### src/include/tcs_defines.vh
// Constants for the timer channel run and sync control block.
// Assumes a 32-bit AXI4-Lite register slave and a 50 MHz clock.
`ifndef TCS_DEFINES_VH
`define TCS_DEFINES_VH
`define TCS_OFF_RUN 8'h00
`define TCS_OFF_SYNC 8'h04
`define TCS_OFF_CLRSRC 8'h08
`define TCS_OFF_STATUS 8'h0c
`define TCS_OFF_CNT1 8'h10
`define TCS_OFF_CNT2 8'h14
`define TCS_OFF_PIN1 8'h18
`define TCS_OFF_PIN2 8'h1c
`define TCS_BIT_CH1 1
`define TCS_BIT_CH2 2
`define TCS_CTRL_RESET 8'h00
`define TCS_CNT_RESET 16'h0000
`define TCS_CNT_MAX 16'hffff
`define TCS_CLR_NONE 2'h0
`define TCS_CLR_OWN 2'h1
`define TCS_CLR_SYNC 2'h3
`define TCS_RESP_OKAY 2'h0
`define TCS_RESP_SLVERR 2'h2
`endif

### src/design/tcs_counter.v
// One 16-bit up-counter channel with load, clear and overflow pulse.
// Assumes load and clear arrive as one-cycle strobes from the control logic.
`timescale 1ns/1ps
`default_nettype none
`include "tcs_defines.vh"
module tcs_counter #(
   parameter WIDTH = 16
) (
   input wire aclk,
   input wire aresetn,
   input wire run,
   input wire load,
   input wire [WIDTH-1:0] load_value,
   input wire clear,
   output reg [WIDTH-1:0] count,
   output reg wrap
);
   // Load wins over clear, clear over counting.
   always @(posedge aclk) begin
      if (!aresetn) begin
         count <= `TCS_CNT_RESET;
         wrap <= 1'b0;
      end else begin
         wrap <= 1'b0;
         if (load) begin
            count <= load_value;
         end else if (clear) begin
            count <= {WIDTH{1'b0}};
         end else if (run) begin
            count <= count + {{(WIDTH-1){1'b0}}, 1'b1};
            wrap <= (count == {WIDTH{1'b1}});
         end
      end
   end
endmodule // tcs_counter
`default_nettype wire

### src/design/tcs_pin_out.v
// Compare output pin level holder for one channel.
// Assumes toggle and init strobes are single cycles.
`timescale 1ns/1ps
`default_nettype none
module tcs_pin_out (
   input wire aclk,
   input wire aresetn,
   input wire run,
   input wire compare_hit,
   input wire init_write,
   input wire init_level,
   output reg level
);
   always @(posedge aclk) begin
      if (!aresetn) begin
         level <= 1'b0;
      end else if (!run && init_write) begin
         level <= init_level;
      end else if (run && compare_hit) begin
         level <= ~level;
      end
   end
endmodule // tcs_pin_out
`default_nettype wire

### src/design/tcs_top.v
// Run and synchronisation control for a two-channel 16-bit timer.
// Assumes an AXI4-Lite master that keeps one write and one read under way at a time.
//
// The register offsets and the AXI4-Lite register port are this design's own decisions.
`timescale 1ns/1ps
`default_nettype none
`include "tcs_defines.vh"
////////////////////////////////////////////////////////////////////////////////
// How it works
// - Bit 2 runs channel 2 and bit 1 runs channel 1; a stopped counter holds.
// - Both run bits reset to 0 so both counters stand still after reset.
// - Writing pin output control of a stopped channel drives its initial level.
// - Bits 2 and 1 of the sync register make channels 2 and 1 synchronous.
// - A counter write to a synchronous channel loads all synchronous counters.
// - A synchronous channel clears with another only when its clear source says so.
// - Each counter is 16 bits, reset to zero, written only when both low byte strobes are set.
// - A wrap from all ones to zero sets the overflow flag and counting goes on.
module tcs_top #(
   parameter WIDTH = 16
) (
   input wire aclk,
   input wire aresetn,
   input wire [7:0] s_axi_awaddr,
   input wire s_axi_awvalid,
   output reg s_axi_awready,
   input wire [31:0] s_axi_wdata,
   input wire [3:0] s_axi_wstrb,
   input wire s_axi_wvalid,
   output reg s_axi_wready,
   output reg [1:0] s_axi_bresp,
   output reg s_axi_bvalid,
   input wire s_axi_bready,
   input wire [7:0] s_axi_araddr,
   input wire s_axi_arvalid,
   output reg s_axi_arready,
   output reg [31:0] s_axi_rdata,
   output reg [1:0] s_axi_rresp,
   output reg s_axi_rvalid,
   input wire s_axi_rready,
   input wire [1:0] compare_hit,
   output reg [1:0] timer_io_pin,
   output reg [1:0] run_state
);
   ////////////////////////////////////////////////////////////////////////////
   // Register state.
   reg [7:0] channel_run_control;
   reg [7:0] channel_sync_select;
   reg [3:0] clear_source;
   reg [1:0] overflow_flag;
   reg [1:0] pin_init;

   // Write channel holding registers.
   reg [7:0] aw_addr;
   reg aw_held;
   reg [31:0] w_data;
   reg [3:0] w_strb;
   reg w_held;
   reg aw_known;

   // Counter and pin channel wiring.
   wire [WIDTH-1:0] cnt1;
   wire [WIDTH-1:0] cnt2;
   wire [1:0] wrap;
   wire [1:0] pin_level;
   wire [1:0] run_bits;
   wire [1:0] sync_bits;

   // Decoded write strobes.
   wire do_write;
   wire byte_write;
   wire word_write;
   wire status_write;
   wire [1:0] cnt_write;
   wire [1:0] pin_write;

   // Preset and clear fan-out.
   wire [1:0] own_clear;
   wire any_sync_clear;
   wire [1:0] load;
   wire [1:0] clear;
   wire [WIDTH-1:0] load_value;
   wire [1:0] clr_ok;

   // Read channel.
   reg [31:0] next_rdata;
   reg next_rerr;

   assign run_bits = {channel_run_control[`TCS_BIT_CH2], channel_run_control[`TCS_BIT_CH1]};
   assign sync_bits = {channel_sync_select[`TCS_BIT_CH2], channel_sync_select[`TCS_BIT_CH1]};

   ////////////////////////////////////////////////////////////////////////////
   // Write channel capture: address and data in either order.
   assign do_write = aw_held && w_held && !s_axi_bvalid;
   assign word_write = do_write && (w_strb[1:0] == 2'h3);
   assign cnt_write[0] = word_write && (aw_addr == `TCS_OFF_CNT1);
   assign cnt_write[1] = word_write && (aw_addr == `TCS_OFF_CNT2);

   assign byte_write = do_write && w_strb[0];
   assign status_write = byte_write && (aw_addr == `TCS_OFF_STATUS);
   assign pin_write[0] = byte_write && (aw_addr == `TCS_OFF_PIN1);
   assign pin_write[1] = byte_write && (aw_addr == `TCS_OFF_PIN2);
   assign load_value = w_data[WIDTH-1:0];

   ////////////////////////////////////////////////////////////////////////////
   // Only the eight map words accept a write; any other address answers with an error.
   always @* begin
      case (aw_addr)
         `TCS_OFF_RUN,
         `TCS_OFF_SYNC,
         `TCS_OFF_CLRSRC,
         `TCS_OFF_STATUS,
         `TCS_OFF_CNT1,
         `TCS_OFF_CNT2,
         `TCS_OFF_PIN1,
         `TCS_OFF_PIN2: aw_known = 1'b1;
         default: aw_known = 1'b0;
      endcase
   end

   always @(posedge aclk) begin
      if (!aresetn) begin
         aw_held <= 1'b0;
         w_held <= 1'b0;
         aw_addr <= 8'h00;
         w_data <= 32'h0000_0000;
         w_strb <= 4'h0;
         s_axi_awready <= 1'b0;
         s_axi_wready <= 1'b0;
      end else begin
         s_axi_awready <= !aw_held && !s_axi_awready && s_axi_awvalid;
         s_axi_wready <= !w_held && !s_axi_wready && s_axi_wvalid;

         if (s_axi_awvalid && s_axi_awready) begin
            aw_held <= 1'b1;
            aw_addr <= s_axi_awaddr;
         end
         if (s_axi_wvalid && s_axi_wready) begin
            w_held <= 1'b1;
            w_data <= s_axi_wdata;
            w_strb <= s_axi_wstrb;
         end
         if (do_write) begin
            aw_held <= 1'b0;
            w_held <= 1'b0;
         end
      end
   end

   ////////////////////////////////////////////////////////////////////////////
   // Write response: one answer for each address and data pair.
   always @(posedge aclk) begin
      if (!aresetn) begin
         s_axi_bvalid <= 1'b0;
         s_axi_bresp <= `TCS_RESP_OKAY;
      end else if (do_write) begin
         s_axi_bvalid <= 1'b1;
         s_axi_bresp <= aw_known ? `TCS_RESP_OKAY : `TCS_RESP_SLVERR;
      end else if (s_axi_bready) begin
         s_axi_bvalid <= 1'b0;
      end
   end

   ////////////////////////////////////////////////////////////////////////////
   // Control registers.
   always @(posedge aclk) begin
      if (!aresetn) begin
         channel_run_control <= `TCS_CTRL_RESET;
         channel_sync_select <= `TCS_CTRL_RESET;
         clear_source <= 4'h0;
         pin_init <= 2'h0;
      end else if (byte_write) begin
         case (aw_addr)
            `TCS_OFF_RUN: channel_run_control <= w_data[7:0];
            `TCS_OFF_SYNC: channel_sync_select <= w_data[7:0];
            `TCS_OFF_CLRSRC: clear_source <= w_data[3:0];
            `TCS_OFF_PIN1: pin_init[0] <= w_data[0];
            `TCS_OFF_PIN2: pin_init[1] <= w_data[0];
            default: channel_run_control <= channel_run_control;
         endcase
      end
   end

   ////////////////////////////////////////////////////////////////////////////
   // Synchronous preset and clear, one generate slice per channel.
   assign any_sync_clear = |(own_clear & sync_bits);

   genvar i;
   generate
      for (i = 0; i < 2; i = i + 1) begin : g_ch
         // Two-bit clear source field of this channel.
         wire [1:0] clr_sel;
         assign clr_sel = clear_source[2*i+1:2*i];
         assign own_clear[i] = run_bits[i] && compare_hit[i] && (clr_sel == `TCS_CLR_OWN);
         assign clr_ok[i] = sync_bits[i] && (clr_sel == `TCS_CLR_SYNC);
         // All synchronous channels load on the same edge.
         assign load[i] = cnt_write[i] || (sync_bits[i] && |(cnt_write & sync_bits));
         assign clear[i] = own_clear[i] || (clr_ok[i] && any_sync_clear);

         tcs_pin_out u_pin (
            .aclk(aclk),
            .aresetn(aresetn),
            .run(run_bits[i]),
            .compare_hit(compare_hit[i]),
            .init_write(pin_write[i]),
            .init_level(w_data[0]),
            .level(pin_level[i])
         );
      end
   endgenerate

   ////////////////////////////////////////////////////////////////////////////
   // Counter channels; load wins over clear inside each counter.
   tcs_counter #(.WIDTH(WIDTH)) u_cnt1 (
      .aclk(aclk),
      .aresetn(aresetn),
      .run(run_bits[0]),
      .load(load[0]),
      .load_value(load_value),
      .clear(clear[0]),
      .count(cnt1),
      .wrap(wrap[0])
   );

   tcs_counter #(.WIDTH(WIDTH)) u_cnt2 (
      .aclk(aclk),
      .aresetn(aresetn),
      .run(run_bits[1]),
      .load(load[1]),
      .load_value(load_value),
      .clear(clear[1]),
      .count(cnt2),
      .wrap(wrap[1])
   );

   ////////////////////////////////////////////////////////////////////////////
   // Overflow flags: set wins over a software clear written as 0.
   always @(posedge aclk) begin
      if (!aresetn) begin
         overflow_flag <= 2'h0;
      end else begin
         if (status_write) begin
            overflow_flag <= (overflow_flag & w_data[1:0]) | wrap;
         end else begin
            overflow_flag <= overflow_flag | wrap;
         end
      end
   end

   ////////////////////////////////////////////////////////////////////////////
   // Registered pin levels and run state.
   always @(posedge aclk) begin
      if (!aresetn) begin
         timer_io_pin <= 2'h0;
         run_state <= 2'h0;
      end else begin
         timer_io_pin <= pin_level;
         run_state <= run_bits;
      end
   end

   ////////////////////////////////////////////////////////////////////////////
   // Read channel.
   always @* begin
      next_rdata = 32'h0000_0000;
      next_rerr = 1'b0;

      case (s_axi_araddr)
         `TCS_OFF_RUN: next_rdata[7:0] = channel_run_control;
         `TCS_OFF_SYNC: next_rdata[7:0] = channel_sync_select;
         `TCS_OFF_CLRSRC: next_rdata[3:0] = clear_source;
         `TCS_OFF_STATUS: next_rdata[1:0] = overflow_flag;
         `TCS_OFF_CNT1: next_rdata[WIDTH-1:0] = cnt1;
         `TCS_OFF_CNT2: next_rdata[WIDTH-1:0] = cnt2;
         `TCS_OFF_PIN1: next_rdata[1:0] = {pin_level[0], pin_init[0]};
         `TCS_OFF_PIN2: next_rdata[1:0] = {pin_level[1], pin_init[1]};
         default: next_rerr = 1'b1;
      endcase
   end

   always @(posedge aclk) begin
      if (!aresetn) begin
         s_axi_arready <= 1'b0;
         s_axi_rvalid <= 1'b0;
         s_axi_rdata <= 32'h0000_0000;
         s_axi_rresp <= `TCS_RESP_OKAY;
      end else begin
         s_axi_arready <= 1'b0;
         if (s_axi_arvalid && !s_axi_arready && !s_axi_rvalid) begin
            s_axi_arready <= 1'b1;
         end
         // Data follow the address handshake by one cycle.
         if (s_axi_arvalid && s_axi_arready) begin
            s_axi_rvalid <= 1'b1;
            s_axi_rdata <= next_rdata;
            s_axi_rresp <= next_rerr ? `TCS_RESP_SLVERR : `TCS_RESP_OKAY;
         end else if (s_axi_rready) begin
            s_axi_rvalid <= 1'b0;
         end
      end
   end
endmodule // tcs_top
`default_nettype wire

### config.mk
export PLATFORM = sky130hd
export DESIGN_NAME = tcs_top
export DESIGN_NICKNAME = d
export VERILOG_FILES = /design/src/design/tcs_counter.v /design/src/design/tcs_pin_out.v /design/src/design/tcs_top.v
export VERILOG_INCLUDE_DIRS = /design/src /design/src/include
export SDC_FILE = /design/constraint.sdc
export NUM_CORES = 1
export LEC_CHECK = 0
export BUFFER_PORTS_ARGS = -buffer_cell sky130_fd_sc_hd__buf_2
export CAP_MARGIN = 25
export CORE_MARGIN = 4
export CORE_UTILIZATION = 57
export CTS_CLUSTER_SIZE = 8
export DETAILED_ROUTE_END_ITERATION = 7
export GPL_TIMING_DRIVEN = 1
export HOLD_SLACK_MARGIN = 0.15
export PLACE_DENSITY = 0.82
export REMOVE_ABC_BUFFERS = 1
export SETUP_SLACK_MARGIN = 0.5
export SLEW_MARGIN = 20
export SYNTH_ARGS = -nofsm -noshare
export SYNTH_HDL_FRONTEND = slang
export SYNTH_HIERARCHICAL = 1
export SYNTH_SLANG_ARGS = --single-unit
export TNS_END_PERCENT = 20
### constraint.sdc
create_clock -name aclk -period 6.1 [get_ports aclk]
set_input_delay 1.525 -clock aclk [delete_from_list [all_inputs] [get_ports aclk]]
set_output_delay 1.525 -clock aclk [all_outputs]
set_load 0.02 [all_outputs]
### After elaboration in Yosys (flattened, before gate mapping)

Memory sizes are Yosys's and may differ from the RTL's. A register that Yosys moved wholly into a read port is not among the register bits.
Cells that the tools add are included.
W data, S select, Z words.

| operators by class | value |
|---|---|
| $add $sub $neg | 2 |
| eq/ne operators | 21 |
| muxes and demuxes | 25 |
| bitwise gates (word level) | 10 |
| reductions and logical operators | 63 |

Operators with widths:

| kind | count |
|---|---|
| $mux W16 | 6 |
| $eq A8 B5 Y1 const B | 8 |
| $add A16 B1 Y16 const B | 2 |
| $eq A16 B16 Y1 const B | 2 |
| $eq A8 B4 Y1 const B | 4 |
| $logic_and A1 B1 Y1 | 30 |
| $eq A8 B3 Y1 const B | 2 |
| $logic_not A8 Y1 | 2 |
| $pmux W2 S8 | 1 |
| $pmux W4 S4 | 1 |
| $pmux W8 S2 | 1 |
| $mux W1 | 10 |
| $mux W5 | 2 |
| $pmux W2 S5 | 1 |
| $reduce_and A2 Y1 | 5 |
| $logic_not A1 Y1 | 9 |
| $reduce_bool A2 Y1 | 4 |
| $reduce_or A4 Y1 | 2 |
| $reduce_or A8 Y1 | 1 |
| $and A2 B2 Y2 | 3 |
| $eq A2 B2 Y1 const B | 3 |
| $mux W2 | 3 |
| $reduce_bool A3 Y1 | 2 |
| $reduce_or A2 Y1 | 3 |
| 5 further kinds | 14 |

| word-level totals | value |
|---|---|
| flip-flop bits (word level) | 117 |
| memory bits (read-only) | 32 |
| bits of input ports | 61 |
| output and inout port bits | 45 |
| logic and storage cells | 149 |
| memories kept | 1 |

Memory list:

| name | depth | width | rd ports | clocked after Yosys merged registers in | wr ports | RTL line | RTL |
|---|---|---|---|---|---|---|---|
| (no name shown) | 32 | 1 | 1 | 1 | 0 | tcs_top.v:107 | `case (aw_addr)` |

### Longest topological paths before layout

| depth | value |
|---|---|
| depth in word-level cells | 9 |
| gate-level depth with buffers | 10 |
| mapped depth without buffers | 7 |

### Hierarchy

The synthesis kept the hierarchy.

By module, submodules not included:

| module | instances | cells each | area each (µm²) | seq. area each (µm²) |
|---|---|---|---|---|
| tcs_top | 1 | 389 | 3525.9 | 1601.5 |
| tcs_counter | 2 | 120 | 969.7 | 340.3 |
| tcs_pin_out | 2 | 7 | 61.3 | 20.0 |

### Least setup slack after synthesis

Ideal clock, no wire load.

| timing | value |
|---|---|
| path type | input to register |
| start point | input compare_hit[0] |
| end point | register u_cnt2.count[14] |
| library setup time | 0.119 ns |
| arrival time | 2.501 ns |
| required time | 5.981 ns |
| setup slack | 3.480 ns |
| cell stages on the path | 6 |
| path buffers | 0 |
| cell sequence | nand4b_1 o21ai_0 nor2_1 nand2_1 o21a_1 o221a_2 |

| between the ends | value |
|---|---|
| longest elaborated chain between the ends | 8 |
| elaborated cells between the ends (all ways) | 9 |
| those cells by class | 2 x mux; 1 x bitwise; 6 x reduce/logical |

Ends and longest elaborated chain:

| what | RTL line | RTL |
|---|---|---|
| start, declared | tcs_top.v:40 | `input wire [1:0] compare_hit,` |
| $logic_and A1 B1 Y1 * (2 in series) | tcs_top.v:193 | `` assign own_clear[i] = run_bits[i] && compare_hit[i] && (clr_sel == `TCS_CLR_OWN); `` |
| $and A2 B2 Y2 * | tcs_top.v:185 | `assign any_sync_clear = \|(own_clear & sync_bits);` |
| $reduce_or A2 Y1 * | tcs_top.v:185 |  |
| $logic_and A1 B1 Y1 * | tcs_top.v:197 | `assign clear[i] = own_clear[i] \|\| (clr_ok[i] && any_sync_clear);` |
| $logic_or A1 B1 Y1 * | tcs_top.v:197 |  |
| via clear[1] | tcs_top.v:80 | `wire [1:0] clear;` |
| $mux W16 | tcs_counter.v:27 | `end else if (clear) begin` |
| $mux W16 | tcs_counter.v:25 | `if (load) begin` |
| end signal, assigned | tcs_counter.v:26 | `count <= load_value;` |
| end signal, assigned | tcs_counter.v:28 | `count <= {WIDTH{1'b0}};` |
| end signal, assigned | tcs_counter.v:30 | `count <= count + {{(WIDTH-1){1'b0}}, 1'b1};` |
| end, declared | tcs_counter.v:15 | `output reg [WIDTH-1:0] count,` |

Mark *: on every way through the listed nets, which the timed path passes. The rest lies on a longest branch.
A chain may end at the register's enable or synchronous reset.

### Worst setup path after layout

| timing | value |
|---|---|
| start point | register s_axi_awready |
| end point | output s_axi_awready |

RTL lines:

| what | RTL line | RTL |
|---|---|---|
| start, declared | tcs_top.v:25 | `output reg s_axi_awready,` |
| start signal, assigned | tcs_top.v:130 | `s_axi_awready <= !aw_held && !s_axi_awready && s_axi_awvalid;` |

No word-level cell between the ends.

==> summary.md <==
| Metric | Value |
|---|---|
| Finished Layout Cells | `approximately 840` |
| Synth unique cells | `63` |
| Cells after DPL | `slightly above 800` |
| Die Ht | `107 um` |
| Crit path max fanout | `11` |
| Layout cells sized above 1 | `about a fifth` |
| Reg-to-Reg End | `u_cnt1/count[6]` |
| DR vias | `5097` |
| Cell Rows | `35` |
| Final setup TNS | `0 ns` |
| Critical Path RT | `4.58 ns` |
| Worst setup EP type | `output port` |
| Post-route ant nets | `0` |
| Synthesized area | `between 5000 and 6000 um2` |
| Crit path largest cell delay | `0.50 ns` |
| Total Wirelength | `around 14000 um` |
| Startpoint Class | `flop` |
| Fin nets | `760` |
| Clock Sinks | `116` |
| Inserted Clock Buffers | `17` |
| Max-slew violations | `0` |
| Achievable Freq | `0.360 GHz` |
| Syn_area_per_cell | `just under 9 um2` |
| Buf+Inv Stages, Crit Path | `1` |
| Top-area cell type share of the netlist area | `about two fifths` |
| CP arrival | `around 1.3 ns` |
| Register bit total from synthesis | `116` |
| Area leader, netlist | `dfxtp_1` |
| Status | `finished clean` |
| Vias per inst | `6.08` |
| Pwr/cell area | `approximately 300 nW/um2` |
| DP HPWL | `9620 um` |
| Vias in the first global route | `4856` |
| Largest net degree at the start of global routing | `49` |
| Drt first pass iters | `6` |
| Hold-fix buffers, CTS | `0` |
| DIE AREA | `between 10000 and 15000 um2` |
| Top cells by area, synth | `dfxtp_1 42%, mux2i_1 6.1%, nand2_1 5.9%, a21oi_1 4.9%, o21ai_0 3.5%` |
| WHS Path Cells | `1` |
| Worst skew pair latency | `approximately 0.52 ns` |
| Top delay family on crit path | `flip-flops` |
| Postcts setup bufs | `0` |
| P&R area growth vs syn | `17.6%` |
| Reg2reg path depth | `8` |
| Routability cong. | `0.866` |
| Max_cap viols | `0` |
| CTS Root Cell | `clkbuf_8` |
| RSZ-0062 raised after global routing | `no` |
| CTS tree | `built` |
| Routed length per instance | `16.9 um` |
| Congestion Overflow GR | `0` |
| Reg2reg setup slack | `3.52 ns` |
| Sequential share of the synthesized area | `between 40% and 50%` |
| Cells after Synth | `643` |
| Initial core utilization | `59.6%` |
| Final hold vios | `0` |
| Worst min path class | `flop to flop` |
| Post-synth EDFFs | `0` |
| Peak VDD IR | `between 0.15 and 0.2 mV` |
| CTS Buffer Depth | `2` |
| Gr usage total | `25.1%` |
| Worst-margin pin slew | `0.718 ns` |
| Die width | `107 um` |
| CP Class | `flop to output port` |
| Final min period | `2.78 ns` |
| Main synth FF type | `dfxtp_1` |
| Worst path cell trace | `buf_2` |
| First-pass GRT wire length | `23200 um` |
| Period utilization | `45.5%` |
| Worst-path clk slew | `0.06 ns` |
| Diode count | `0` |
| FFs w/ async S/R, synth | `0%` |
| DRC | `0` |
| Commonest non-fill, non-tap cell in the layout | `dfxtp_1` |
| Hold Path End | `s_axi_bresp[1]` |
| Core area | `around 9400 um2` |
| Slew HR | `between 50% and 60%` |
| Initial DRC Count | `450` |
| Worst path slowest cell | `dfxtp_1` |
| Final setup viols | `0` |
| Commonest cells after routing, fill and taps aside | `116 x dfxtp_1, 88 x nand2_1, 69 x buf_2` |
| I/O pin count | `106` |
| Fill count | `694` |
| Leakage | `2.61 nW` |
| Clk_skew | `about 0.0073 ns` |
| Syn. warnings | `6` |
| Reg2reg start | `s_axi_bvalid` |
| Deepest level of the CTS H-tree | `4` |
| CTS resizes | `0` |
| Initial antenna violation count | `0` |
| # port buffers | `69` |
==> metal layers <==
layer  GRT usage (%)  up-vias  routed length [um]
met2            40.4      321                6560
met5               0        -                   0
li1                -     2389                   -
met4            10.8        0                 421
met1            31.8     2338                5910
met3            6.68       49                1280
==> metrics by stage <==
step | hold WS [ns] | power (W) | utilization (%) | instance area [um2] | setup WS (ns)
2_1_floorplan | 0.391 | 0.000834 | - | 5350 | 2.22
3_3_place_gp | 0.399 | 0.000869 | 62.8 | 5880 | 2.96
3_5_place_dp | 0.410 | 0.000874 | 63.0 | 5900 | 2.98
4_1_cts | 0.418 | 0.00198 | 70.1 | 6570 | 3.30
5_1_grt | 0.435 | 0.00203 | 70.1 | 6570 | 3.25
6_report | 0.415 | 0.00198 | 70.1 | 6570 | 3.32
==> cells in the mapped netlist, types with 7 or more instances <==
cell and count:
mux2i_1 34, and3_1 8, xor2_1 16, nand4_1 19, nand3_1 24, a21oi_1 55
nand2_1 88, nor2_1 47, buf_4 20, clkbuf_1 19, a2bb2oi_1 8, and4_1 7
dfxtp_1 116, inv_1 11, buf_2 8, o21ai_0 39, and2_1 14
==> layout make-up <==
class	count	area [um2]	area share, %
flip-flops and latches	116	2320	35.3
clock buffers	19	442	6.72
well taps	129	161	2.46
inverters	12	45.0	0.686
repair buffers	72	380	5.79
multi-input cells	478	2990	45.5
clock inverters	12	228	3.47
==> power breakdown <==
group	switching (W)	internal (W)
clock	0.000351	0.000767
combinational	0.0000533	0.0000266
sequential	0.0000117	0.000767
total	0.000416	0.00156
==> state kept, by name, summed over array words and instances (netlist names), 2 cells and up, named ones only <==
register,count
u_cnt2/count,16
timer_io_pin,2
channel_sync_select,8
u_cnt1/count,16
run_state,2
w_data,16
clear_source,4
s_axi_rdata,16
aw_addr,8
overflow_flag,2
channel_run_control,8
w_strb,2
pin_init,2
g_ch.u_pin/level,2
==> cell families after synthesis <==
| family | share of synthesized area, % |
|---|---|
| compound gates | 15.7 |
| flops | 41.6 |
| mux | 8.71 |
| simple gates | 24.7 |
| fa+ha+maj | 0.448 |
| xor+xnor | 2.51 |
| buf+inv | 6.27 |
| other cells | 0.0671 |
==> worst max-delay path by stage <==
stage | cells past startpoint | to | slack (ns) | start
finish | 1 | s_axi_awready | 3.32 | s_axi_awready
global route | 1 | s_axi_awready | 3.25 | s_axi_awready
CTS | 1 | s_axi_awready | 3.30 | s_axi_awready
detailed placement | 5 | s_axi_rdata[1] | 2.98 | s_axi_araddr[2]
global placement | 3 | s_axi_wready | 2.96 | aresetn
floorplan | 7 | u_cnt1/count[6] | 2.22 | s_axi_bvalid
Note: power is estimated with default switching activity, not from simulation.
